`src/ira_pkg.sv`:
```
// shared constants of the indirect register access block
// assumes a 50 MHz clock and a byte-wide host register port
package ira_pkg;
	localparam int CLK_NS = 20;
	// register byte addresses
	localparam logic [7:0] OFS_LINK_CTL  = 8'h26;
	localparam logic [7:0] OFS_ANA_CTL   = 8'h40;
	localparam logic [7:0] OFS_ANA_OFS   = 8'h41;
	localparam logic [7:0] OFS_ANA_VAL   = 8'h42;
	localparam logic [7:0] OFS_APB_PORT_CONTROL   = 8'h48;
	localparam logic [7:0] OFS_APB_ADDR  = 8'h49;
	localparam logic [7:0] OFS_APB_VALUE = 8'h4B;
	localparam logic [7:0] RESET_BYTE    = 8'h00;
	// field positions
	localparam int LINK_SEL_LSB = 0;
	localparam int ANA_SEL_LSB  = 2;
	localparam int ANA_STEP_BIT = 1;
	localparam int ANA_RNW_BIT  = 0;
	localparam int APB_SEL_LSB  = 3;
	localparam int APB_STEP_BIT = 2;
	localparam int APB_READ_BIT = 1;
	localparam int APB_EN_BIT   = 0;
	// analog target codes
	localparam logic [2:0] ANA_SEL_OFF   = 3'h0;
	localparam logic [2:0] ANA_SEL_VIDEO = 3'h4;
	localparam logic [2:0] ANA_SEL_LINK  = 3'h5;
	// apb target codes
	localparam logic [1:0] APB_SEL_CFG = 2'h2;
	localparam logic [1:0] APB_SEL_DIE = 2'h3;
	// link-loss timeouts
	localparam int LINK_T00_NS = 325000;
	localparam int LINK_T01_NS = 162000;
	localparam int LINK_T10_NS = 650000;
	localparam int LINK_T11_NS = 1300000;
	localparam int LINK_T00_CYC = LINK_T00_NS / CLK_NS;
	localparam int LINK_T01_CYC = LINK_T01_NS / CLK_NS;
	localparam int LINK_T10_CYC = LINK_T10_NS / CLK_NS;
	localparam int LINK_T11_CYC = LINK_T11_NS / CLK_NS;
	localparam int LINK_CNT_W = 17;
	localparam logic [7:0] ONE_BYTE = 8'h01;
endpackage

```
`src/ira_apb_if.sv`:
```
// request and answer between the register bank and its apb engine
// assumes one clock shared by both ends
`timescale 1ns/100ps
interface ira_apb_if;
	logic       start;
	logic [7:0] addr;
	logic [1:0] sel;
	logic       done;
	logic [7:0] rdata;
	modport ctrl (output start, output addr, output sel, input done, input rdata);
	modport engine (input start, input addr, input sel, output done, output rdata);
endinterface

```
`src/ira_regs.sv`:
```
// register bank with link-loss timer and two indirect access windows
// assumes host port, analog blocks and apb targets share clk
// Functional notes
// - drop link detect when timer expires
// - two-bit code picks one of four timeouts
// - analog select: off, video receiver, link transmitter
// - analog offset steps by one after access
// - read-not-write bit blocks analog value writes; host read or write gives direction
// - offset register addresses analog block register
// - value write goes to selected analog register
// - value read returns selected analog register
// - apb select: configuration data or die identifier
// - apb address steps by one after access
// - read-start launches apb read, clears when done
// - apb window works only while enabled
// - apb address and value low bytes exposed
`timescale 1ns/100ps
module ira_regs
	import ira_pkg::*;
#(
	parameter int LINK_CYC_00 = LINK_T00_CYC,
	parameter int LINK_CYC_01 = LINK_T01_CYC,
	parameter int LINK_CYC_10 = LINK_T10_CYC,
	parameter int LINK_CYC_11 = LINK_T11_CYC
)
(
	// clock and reset
	input  wire logic       clk,
	input  wire logic       srst,
	// host register port
	input  wire logic [7:0] regAddr,
	input  wire logic       regWr,
	input  wire logic       regRd,
	input  wire logic [7:0] regWrData,
	output logic [7:0]      regRdData,
	output logic            regRdValid,
	output logic            regBusy,
	// reverse channel
	input  wire logic       rxValid,
	output logic            linkDetect,
	// analog block access
	output logic            anaReq,
	output logic            anaWe,
	output logic [1:0]      anaBlock,
	output logic [7:0]      anaAddr,
	output logic [7:0]      anaWdata,
	input  wire logic [7:0] anaRdata,
	input  wire logic       anaAck,
	// apb pins
	output logic [7:0]      paddr,
	output logic [1:0]      psel,
	output logic            penable,
	output logic            pwrite,
	input  wire logic [7:0] prdata,
	input  wire logic       pready
);
	typedef enum logic {ANA_IDLE, ANA_WAIT} ira_ana_e;

	ira_apb_if apbIf ();

	logic [1:0]            linkSel;
	logic [LINK_CNT_W-1:0] linkCnt;
	logic [LINK_CNT_W-1:0] linkLimit;
	logic [2:0]            anaSel;
	logic                  anaStep;
	logic                  anaRnw;
	logic [7:0]            anaOffset;
	ira_ana_e              anaState;
	logic                  anaOk;
	logic                  anaDone;
	logic [1:0]            apbSel;
	logic                  apbStep;
	logic                  apbReadStart;
	logic                  apbEnable;
	logic [7:0]            apbAddrLow;
	logic [7:0]            apbValueLow;
	logic                  apbLaunch;
	logic                  hostWr;
	logic                  hostRd;
	logic [7:0]            next_rdData;

	assign hostWr  = regWr && !regBusy;
	assign hostRd  = regRd && !regBusy;
	assign regBusy = (anaState == ANA_WAIT);
	assign anaOk   = (anaSel == ANA_SEL_VIDEO) || (anaSel == ANA_SEL_LINK);
	assign anaDone = (anaState == ANA_WAIT) && anaAck;

	// link-loss timer
	always_comb
	begin
		unique case (linkSel)
			2'h0: linkLimit = LINK_CNT_W'(LINK_CYC_00);
			2'h1: linkLimit = LINK_CNT_W'(LINK_CYC_01);
			2'h2: linkLimit = LINK_CNT_W'(LINK_CYC_10);
			2'h3: linkLimit = LINK_CNT_W'(LINK_CYC_11);
		endcase
	end

	always_ff @(posedge clk)
	begin
		if (srst)
			linkSel <= 2'h0;
		else if (hostWr && regAddr == OFS_LINK_CTL)
			linkSel <= regWrData[LINK_SEL_LSB +: 2];
	end

	always_ff @(posedge clk)
	begin
		if (srst)
		begin
			linkCnt    <= '0;
			linkDetect <= 1'b0;
		end
		else if (rxValid)
		begin
			linkCnt    <= '0;
			linkDetect <= 1'b1;
		end
		else if (linkDetect)
		begin
			if (linkCnt >= linkLimit - LINK_CNT_W'(1))
			begin
				linkCnt    <= '0;
				linkDetect <= 1'b0;
			end
			else
				linkCnt <= linkCnt + LINK_CNT_W'(1);
		end
	end

	// analog window control and offset
	always_ff @(posedge clk)
	begin
		if (srst)
		begin
			anaSel  <= ANA_SEL_OFF;
			anaStep <= 1'b0;
			anaRnw  <= 1'b0;
		end
		else if (hostWr && regAddr == OFS_ANA_CTL)
		begin
			anaSel  <= regWrData[ANA_SEL_LSB +: 3];
			anaStep <= regWrData[ANA_STEP_BIT];
			anaRnw  <= regWrData[ANA_RNW_BIT];
		end
	end

	always_ff @(posedge clk)
	begin
		if (srst)
			anaOffset <= RESET_BYTE;
		else if (anaDone && anaStep)
			anaOffset <= anaOffset + ONE_BYTE;
		else if (hostWr && regAddr == OFS_ANA_OFS)
			anaOffset <= regWrData;
	end

	// analog access engine: request held until the block acknowledges
	always_ff @(posedge clk)
	begin
		if (srst)
		begin
			anaState <= ANA_IDLE;
			anaReq   <= 1'b0;
			anaWe    <= 1'b0;
			anaBlock <= 2'h0;
			anaAddr  <= RESET_BYTE;
			anaWdata <= RESET_BYTE;
		end
		else
		begin
			unique case (anaState)
				ANA_IDLE:
				begin
					if (anaOk && ((hostWr && !anaRnw) || hostRd)
						&& regAddr == OFS_ANA_VAL)
					begin
						anaState    <= ANA_WAIT;
						anaReq      <= 1'b1;
						anaWe       <= hostWr;
						anaAddr     <= anaOffset;
						anaWdata    <= regWrData;
						anaBlock[0] <= (anaSel == ANA_SEL_VIDEO);
						anaBlock[1] <= (anaSel == ANA_SEL_LINK);
					end
				end
				ANA_WAIT:
				begin
					if (anaAck)
					begin
						anaState <= ANA_IDLE;
						anaReq   <= 1'b0;
						anaWe    <= 1'b0;
					end
				end
			endcase
		end
	end

	// apb window
	assign apbLaunch = hostWr && regAddr == OFS_APB_PORT_CONTROL && regWrData[APB_READ_BIT]
		&& regWrData[APB_EN_BIT] && regWrData[APB_SEL_LSB+1] && !apbReadStart;

	always_ff @(posedge clk)
	begin
		if (srst)
		begin
			apbSel    <= 2'h0;
			apbStep   <= 1'b0;
			apbEnable <= 1'b0;
		end
		else if (hostWr && regAddr == OFS_APB_PORT_CONTROL)
		begin
			apbSel    <= regWrData[APB_SEL_LSB +: 2];
			apbStep   <= regWrData[APB_STEP_BIT];
			apbEnable <= regWrData[APB_EN_BIT];
		end
	end

	always_ff @(posedge clk)
	begin
		if (srst)
			apbReadStart <= 1'b0;
		else if (apbLaunch)
			apbReadStart <= 1'b1;
		else if (apbIf.done)
			apbReadStart <= 1'b0;
	end

	always_ff @(posedge clk)
	begin
		if (srst)
			apbAddrLow <= RESET_BYTE;
		else if (apbIf.done && apbStep)
			apbAddrLow <= apbAddrLow + ONE_BYTE;
		else if (hostWr && regAddr == OFS_APB_ADDR)
			apbAddrLow <= regWrData;
	end

	always_ff @(posedge clk)
	begin
		if (srst)
			apbValueLow <= RESET_BYTE;
		else if (apbIf.done)
			apbValueLow <= apbIf.rdata;
		else if (hostWr && regAddr == OFS_APB_VALUE)
			apbValueLow <= regWrData;
	end

	assign apbIf.start = apbLaunch;
	assign apbIf.addr  = apbAddrLow;
	assign apbIf.sel   = regWrData[APB_SEL_LSB +: 2];

	ira_apb_master uApb (
		.clk     (clk),
		.srst    (srst),
		.req     (apbIf.engine),
		.paddr   (paddr),
		.psel    (psel),
		.penable (penable),
		.pwrite  (pwrite),
		.prdata  (prdata),
		.pready  (pready)
	);

	// read answer
	always_comb
	begin
		next_rdData = RESET_BYTE;
		unique case (regAddr)
			OFS_LINK_CTL:  next_rdData = {6'h00, linkSel};
			OFS_ANA_CTL:   next_rdData = {3'h0, anaSel, anaStep, anaRnw};
			OFS_ANA_OFS:   next_rdData = anaOffset;
			OFS_ANA_VAL:   next_rdData = RESET_BYTE;
			OFS_APB_PORT_CONTROL:   next_rdData = {3'h0, apbSel, apbStep, apbReadStart, apbEnable};
			OFS_APB_ADDR:  next_rdData = apbAddrLow;
			OFS_APB_VALUE: next_rdData = apbValueLow;
			default:       next_rdData = RESET_BYTE;
		endcase
	end

	always_ff @(posedge clk)
	begin
		if (srst)
		begin
			regRdData  <= RESET_BYTE;
			regRdValid <= 1'b0;
		end
		else if (anaDone && !anaWe)
		begin
			regRdData  <= anaRdata;
			regRdValid <= 1'b1;
		end
		else
		begin
			regRdValid <= hostRd && !(anaOk && regAddr == OFS_ANA_VAL);
			regRdData  <= next_rdData;
		end
	end
endmodule

```
`src/ira_apb_master.sv`:
```
// apb read engine for the indirect apb window
// assumes read-only apb targets on the same clock
`timescale 1ns/100ps
module ira_apb_master
	import ira_pkg::*;
(
	// clock and reset
	input  wire logic       clk,
	input  wire logic       srst,
	// request side
	ira_apb_if.engine       req,
	// apb pins
	output logic [7:0]      paddr,
	output logic [1:0]      psel,
	output logic            penable,
	output logic            pwrite,
	input  wire logic [7:0] prdata,
	input  wire logic       pready
);
	typedef enum logic [1:0] {APB_IDLE, APB_SETUP, APB_ACCESS} ira_apb_e;
	ira_apb_e state;

	assign pwrite = 1'b0;

	always_ff @(posedge clk)
	begin
		if (srst)
		begin
			state   <= APB_IDLE;
			psel    <= 2'h0;
			penable <= 1'b0;
			paddr   <= RESET_BYTE;
		end
		else
		begin
			unique case (state)
				APB_IDLE:
				begin
					if (req.start)
					begin
						state   <= APB_SETUP;
						paddr   <= req.addr;
						// one select line per target
						psel[0] <= (req.sel == APB_SEL_CFG);
						psel[1] <= (req.sel == APB_SEL_DIE);
					end
				end
				APB_SETUP:
				begin
					state   <= APB_ACCESS;
					penable <= 1'b1;
				end
				APB_ACCESS:
				begin
					if (pready)
					begin
						state   <= APB_IDLE;
						psel    <= 2'h0;
						penable <= 1'b0;
					end
				end
			endcase
		end
	end

	always_ff @(posedge clk)
	begin
		if (srst)
		begin
			req.done  <= 1'b0;
			req.rdata <= RESET_BYTE;
		end
		else
		begin
			req.done <= (state == APB_ACCESS) && pready;
			if ((state == APB_ACCESS) && pready)
				req.rdata <= prdata;
		end
	end
endmodule

```
`config.mk`:
```
export PLATFORM = sky130hd
export DESIGN_NAME = ira_regs
export DESIGN_NICKNAME = d
export VERILOG_FILES = /design/src/ira_pkg.sv /design/src/ira_apb_if.sv /design/src/ira_regs.sv /design/src/ira_apb_master.sv
export SDC_FILE = /design/constraint.sdc
export NUM_CORES = 1
export LEC_CHECK = 0
export BUFFER_PORTS_ARGS = -buffer_cell sky130_fd_sc_hd__buf_2
export CELL_PAD_IN_SITES_DETAIL_PLACEMENT = 2
export CELL_PAD_IN_SITES_GLOBAL_PLACEMENT = 2
export CORE_ASPECT_RATIO = 0.5
export CORE_MARGIN = 3
export CORE_UTILIZATION = 30
export DETAILED_ROUTE_END_ITERATION = 6
export PLACE_DENSITY_LB_ADDON = 0.1
export SYNTH_ARGS = -nofsm -noshare
export SYNTH_HDL_FRONTEND = slang
export SYNTH_SLANG_ARGS = --single-unit
```
`constraint.sdc`:
```
create_clock -name clk -period 3 [get_ports clk]
set_input_delay 0.6 -clock clk [delete_from_list [all_inputs] [get_ports clk]]
set_output_delay 0.6 -clock clk [all_outputs]
set_load 0.01 [all_outputs]
```
# Yosys cells after proc, flatten, opt, wreduce, memory -nomap -nowiden
# Cells that the tools add are included.
# word_totals
word_cells	128
register_bits	106
out_inout_bits	43
in_bits	39
# op_classes
n_lt_le_gt_ge	1
add_sub_neg	4
n_reduce_logical	44
muxes	31
eq_ne	20
bitwise_logic	1
# op_table
operator	count
case mux 17 bit (4 select lines)	1
2-to-1 mux 8 bit	7
equality test 8 x 7 -> 1 bit, second input constant	6
case mux 8 bit (6 select lines)	1
logical AND 1 bit	22
adder 17 x 1 -> 17 bit, second input constant	1
>= comparator 17 bit	1
2-to-1 mux 17 bit	1
subtractor 17 x 1 -> 17 bit, second input constant	1
adder 8 x 1 -> 8 bit, second input constant	2
2-to-1 mux 1 bit	12
nonzero test 2 bit	6
equality test 2 bit, second input constant	5
AND reduction 2 bit	5
equality test 8 x 6 -> 1 bit, second input constant	1
inequality test 2 bit, second input constant	4
case mux 1 bit (2 select lines)	4
equality test 3 bit, second input constant	2
2-to-1 mux 2 bit	3
case mux 2 bit (3 select lines)	1
logical NOT 1 bit	5
equality test 2 x 1 -> 1 bit, second input constant	2
logical NOT 2 bit	2
case mux 2 bit (2 select lines)	1
4 further kinds	5

# Logic depth before layout (Yosys ltp)
# logic_depth
depth_word	9
depth_mapped	10
depth_no_buf	9

# Modules after synthesis
# Synthesis repeated with hierarchy kept, for this count alone.
# unflattened
cells_unflattened	616
area_unflattened_um2	5285.1
# by_module_without_submodules
mod	cells_each	n_inst	seq_area_each_um2	area_each_um2
ira_regs	509	1	1681.6	4369.2
ira_apb_master	107	1	440.4	915.9

# Worst setup path before layout
# OpenSTA, ideal clock, no wires.
# synth_path
path_type	in2reg
startpoint	input regAddr[5]
endpoint	register anaBlock[0]
path_slack_ns	0.727
arrival_ns	2.203
setup_ns	0.070
cell_stages	7
t_required_ns	2.930
path_buffers	1
cell_sequence	nor4b_4 -> and2_2 -> nand4_1 -> or3_1 -> clkbuf_1 -> or3b_1 -> a21oi_1
# synth_via
elab_chain_cells	3
# synth_rtl
item	line	text
from (decl)	ira_regs.sv:31	input wire logic [7:0] regAddr,
equality test 8 x 7 -> 1 bit	ira_regs.sv:176	&& regAddr == OFS_ANA_VAL)
logical AND 1 bit	ira_regs.sv:176	
AND reduction 2 bit (no line)	--	
to (signal assigned)	ira_regs.sv:183	anaBlock[0] <= (anaSel == ANA_SEL_VIDEO);
to (decl)	ira_regs.sv:44	output logic [1:0] anaBlock,
# No other way between the ends.
# A chain may end at the register's enable or synchronous reset.

# Worst setup path after layout
# layout_path
startpoint	register linkSel[0]
endpoint	register linkCnt[15]
# layout_via
elab_chain_cells	5
word_cells_on_any_way	8
cone_classes	1 x add/sub; 1 x order compare; 3 x eq/ne; 2 x mux; 1 x reduce/logical
# layout_rtl
item	line	text
from (decl)	ira_regs.sv:61	logic [1:0] linkSel;
from (signal assigned)	ira_regs.sv:104	linkSel <= regWrData[LINK_SEL_LSB +: 2];
equality test 2 bit (tied with other cells)	ira_regs.sv:91	unique case (linkSel)
case mux 17 bit (4 select lines) (*)	ira_regs.sv:91	
subtractor 17 x 1 -> 17 bit (*)	ira_regs.sv:121	if (linkCnt >= linkLimit - LINK_CNT_W'(1))
>= comparator 17 bit (*)	ira_regs.sv:121	
2-to-1 mux 17 bit (*)	ira_regs.sv:121	
to (signal assigned)	ira_regs.sv:127	linkCnt <= linkCnt + LINK_CNT_W'(1);
to (decl)	ira_regs.sv:62	logic [LINK_CNT_W-1:0] linkCnt;
# Mark *: on every way between the ends. The rest lies on a longest branch, timed or not. The select of a mux whose other input is x is not followed.

==> run metrics <==
# nets final 744; CORE AREA 0.0166 mm^2; met1 Usage GRT 25.0%; number of global-route vias before repair 4938; drt drc 0; CTS buffer count 9; ratio of final minimum period to clock period 89.0%; Relative slew margins 43.9%; end point of the critical path linkCnt[15]; post-layout min period 2670 ps; Via density 5.16; Hold WC Path Type in2reg; Port Buffers 80; startpoint type of the worst setup path flop; peak supply drop 248 uV; Die X 191 um; GRT Util Overall 18.5%; Synth top area share 41.2%; R2R cell count 8; Max Cap Violations 0; #FFs+latches synth 106; CP Launch Point linkSel[0]; Post-Syn Area 0.00515 mm^2; layout cells sized above 1 17.5%; fmax 375 MHz; I/O pin total 82; crit path capture type flop; Power Density 479 mW/mm^2; RSZ-0062 raised after global routing false; Final Slew Violations 0; status finished clean; gpl congestion 0.778; Initial Util 31.0%; Worst EP arrival 2970 ps; Avg WL per Cell 18.4 um; final setup TNS 0 ps; cells after synthesis 611; Diodes inserted 0; P&R area growth vs syn 18.9%; clk_lat worst skew 360 ps; Seq/Total Area, Yosys 41.2%; Setup violations, final 0; final worst slack 330 ps; clk slew on worst S/H paths 70 ps; largest net degree at the start of global routing 74; GRT busiest layer met2; Global Route met3 Usage 3.94%; RR Startpoint linkSel[0]; routed wire length 16.9 mm; Synth area leaders dfxtp_1 41%, mux2i_1 10%, nor2_1 5.8%, a21oi_1 5.3%, nand2_1 4.6%; Max Clock Skew 7.30 ps; antenna-violating nets left 0; CTS tree built; DIE HEIGHT 98.6 um; final hold vios 0; Setup CP Type reg2reg; Yosys top cell by area dfxtp_1; Worst Tran Pin Value 841 ps; DR iter-0 viols 147; CTS root buffer clkbuf_16; Synth async-reset ratio 0%; Sink Count 106; first-pass GRT wire length 27.3 mm; Yosys warning count 0; antenna violations before repair 0; HPWL Detailed 12.4 mm; area of the die 0.0189 mm^2; Post-CTS Hold Buffers 0; FF-to-FF setup slack 330 ps; Avg Cell Area, Syn 8.42 um^2; CTS Buffer Depth 2; H-Tree Depth 3; WP data required 3300 ps; static leakage 2.60 nW; Unique masters post-synth 56; drt first pass iters 4; worst r2r dst linkCnt[15]; Most used DFF post-synth dfxtp_1; Max FO, Critical Path 16; DR vias 4735; dpl ws 233 ps; met2 usage 31.0%; Post-synth EDFFs 0; cell row count 33; remaining global-route overflow 0; Hold Slack 444 ps
per-layer routing:
| layer | share of wire (%) | wire, um | vias up |
|---|---|---|---|
| met3 | 2.4 | 403 | 5 |
| met2 | 47 | 7990 | 37 |
| li1 | - | - | 2332 |
| met4 | 0.41 | 70 | 0 |
| met1 | 50 | 8460 | 2361 |
| met5 | 0 | 0 | - |
critical path: stages (launching register included):
cell and delay (ps):
dfxtp_1 490, nand2_1 90, ha_1 190, or3b_1 360, a2111oi_0 390, a21boi_0 320, nand2_2 260, o41ai_1 400
a21o_1 120
logic make-up (layout without fill, tap and decap cells):
group,count (synthesis),in the layout,synth area share [%]
buf+inv,47,126,3.62
fa+ha+maj,18,18,4.38
simple gates,241,241,22.6
xor+xnor,2,2,0.340
compound gates,143,143,17.5
mux,53,53,10.3
flops,106,106,41.2
other cells,1,2,0.0729
worst min path at each step:
stage	startpoint	to	slack (ps)	depth (start not counted)
2_1_floorplan	uApb.req.rdata[0]	uApb.req.rdata[0]	440	2
5_1_grt	anaRdata[5]	regRdData[5]	440	3
3_5_place_dp	anaBlock[1]	anaBlock[1]	450	2
3_3_place_gp	uApb.psel[0]	uApb.psel[0]	440	2
6_report	anaRdata[5]	regRdData[5]	440	3
4_1_cts	anaRdata[5]	regRdData[5]	430	3
report_power, final:
| part | total [mW] | internal, mW | switching (mW) |
|---|---|---|---|
| Clock | 1.24 | 0.694 | 0.545 |
| Sequential | 1.44 | 1.43 | 0.0164 |
| Combinational | 0.247 | 0.0879 | 0.159 |
synth_stat cells, drive strengths merged (4+ instances only):
master and number:
nand2 63, buf 10, ha 18, nor3 16, or3 5, a21o 6
a211oi 11, inv 18, o21ai 26, nor2 79, nand4 5, o22ai 5
nand3 26, a31oi 11, and2 6, nand2b 6, nor2b 4, o31ai 4
nor4 5, a21oi 55, mux2i 52, dfxtp 106, clkbuf 19, and3 11
a22oi 6
what timing repair did:
item / in CTS / in global routing
setup buffers: 0 / 0
resized for setup: 0 / 1
endpoints found under the setup margin: 0 / 5
stage by stage:
stage / power (mW) / util (%) / cells / area, um^2
2_1_floorplan: 1.62 / - / 612 / 5150
3_3_place_gp: 1.72 / 35.0 / 903 / 5810
3_5_place_dp: 1.72 / 35.0 / 903 / 5810
4_1_cts: 2.99 / 36.9 / 918 / 6120
5_1_grt: 3.09 / 36.9 / 918 / 6120
6_report: 2.93 / 36.9 / 918 / 6120
registers in the layout (all words and copies together) (netlist names), 2 cells and up:
signal and count:
anaAddr 8, anaBlock 2, anaOffset 8, anaSel 3
anaWdata 8, apbAddrLow 8, apbSel 2, apbValueLow 8
linkCnt 17, linkSel 2, regRdData 8, uApb.paddr 8
uApb.psel 2, uApb.req.rdata 8, uApb.state 2
placed cells by master, fill, tap and decap left out, types with 6 or more instances in the layout:
cell type  instances
a211oi_1          11
a21o_1             6
a21oi_1           55
a22oi_1            6
a31oi_1           11
and3_1            11
buf_2             80
buf_4             13
clkbuf_16          9
dfxtp_1          106
ha_1              18
inv_1             18
mux2i_1           52
nand2_1           62
nand2b_1           6
nand3_1           26
nor2_1            79
nor3_1            15
o21ai_0           26
final cells by class:
type | instances | area, um^2
fill | 1949 | 10500
multi-input combinational | 459 | 2850
sequential | 106 | 2120
timing repair buffer | 93 | 498
tap | 227 | 284
clock buffer | 12 | 256
inverter | 18 | 67.6
clock inverter | 3 | 47.5
(Power assumes the default switching activity.)
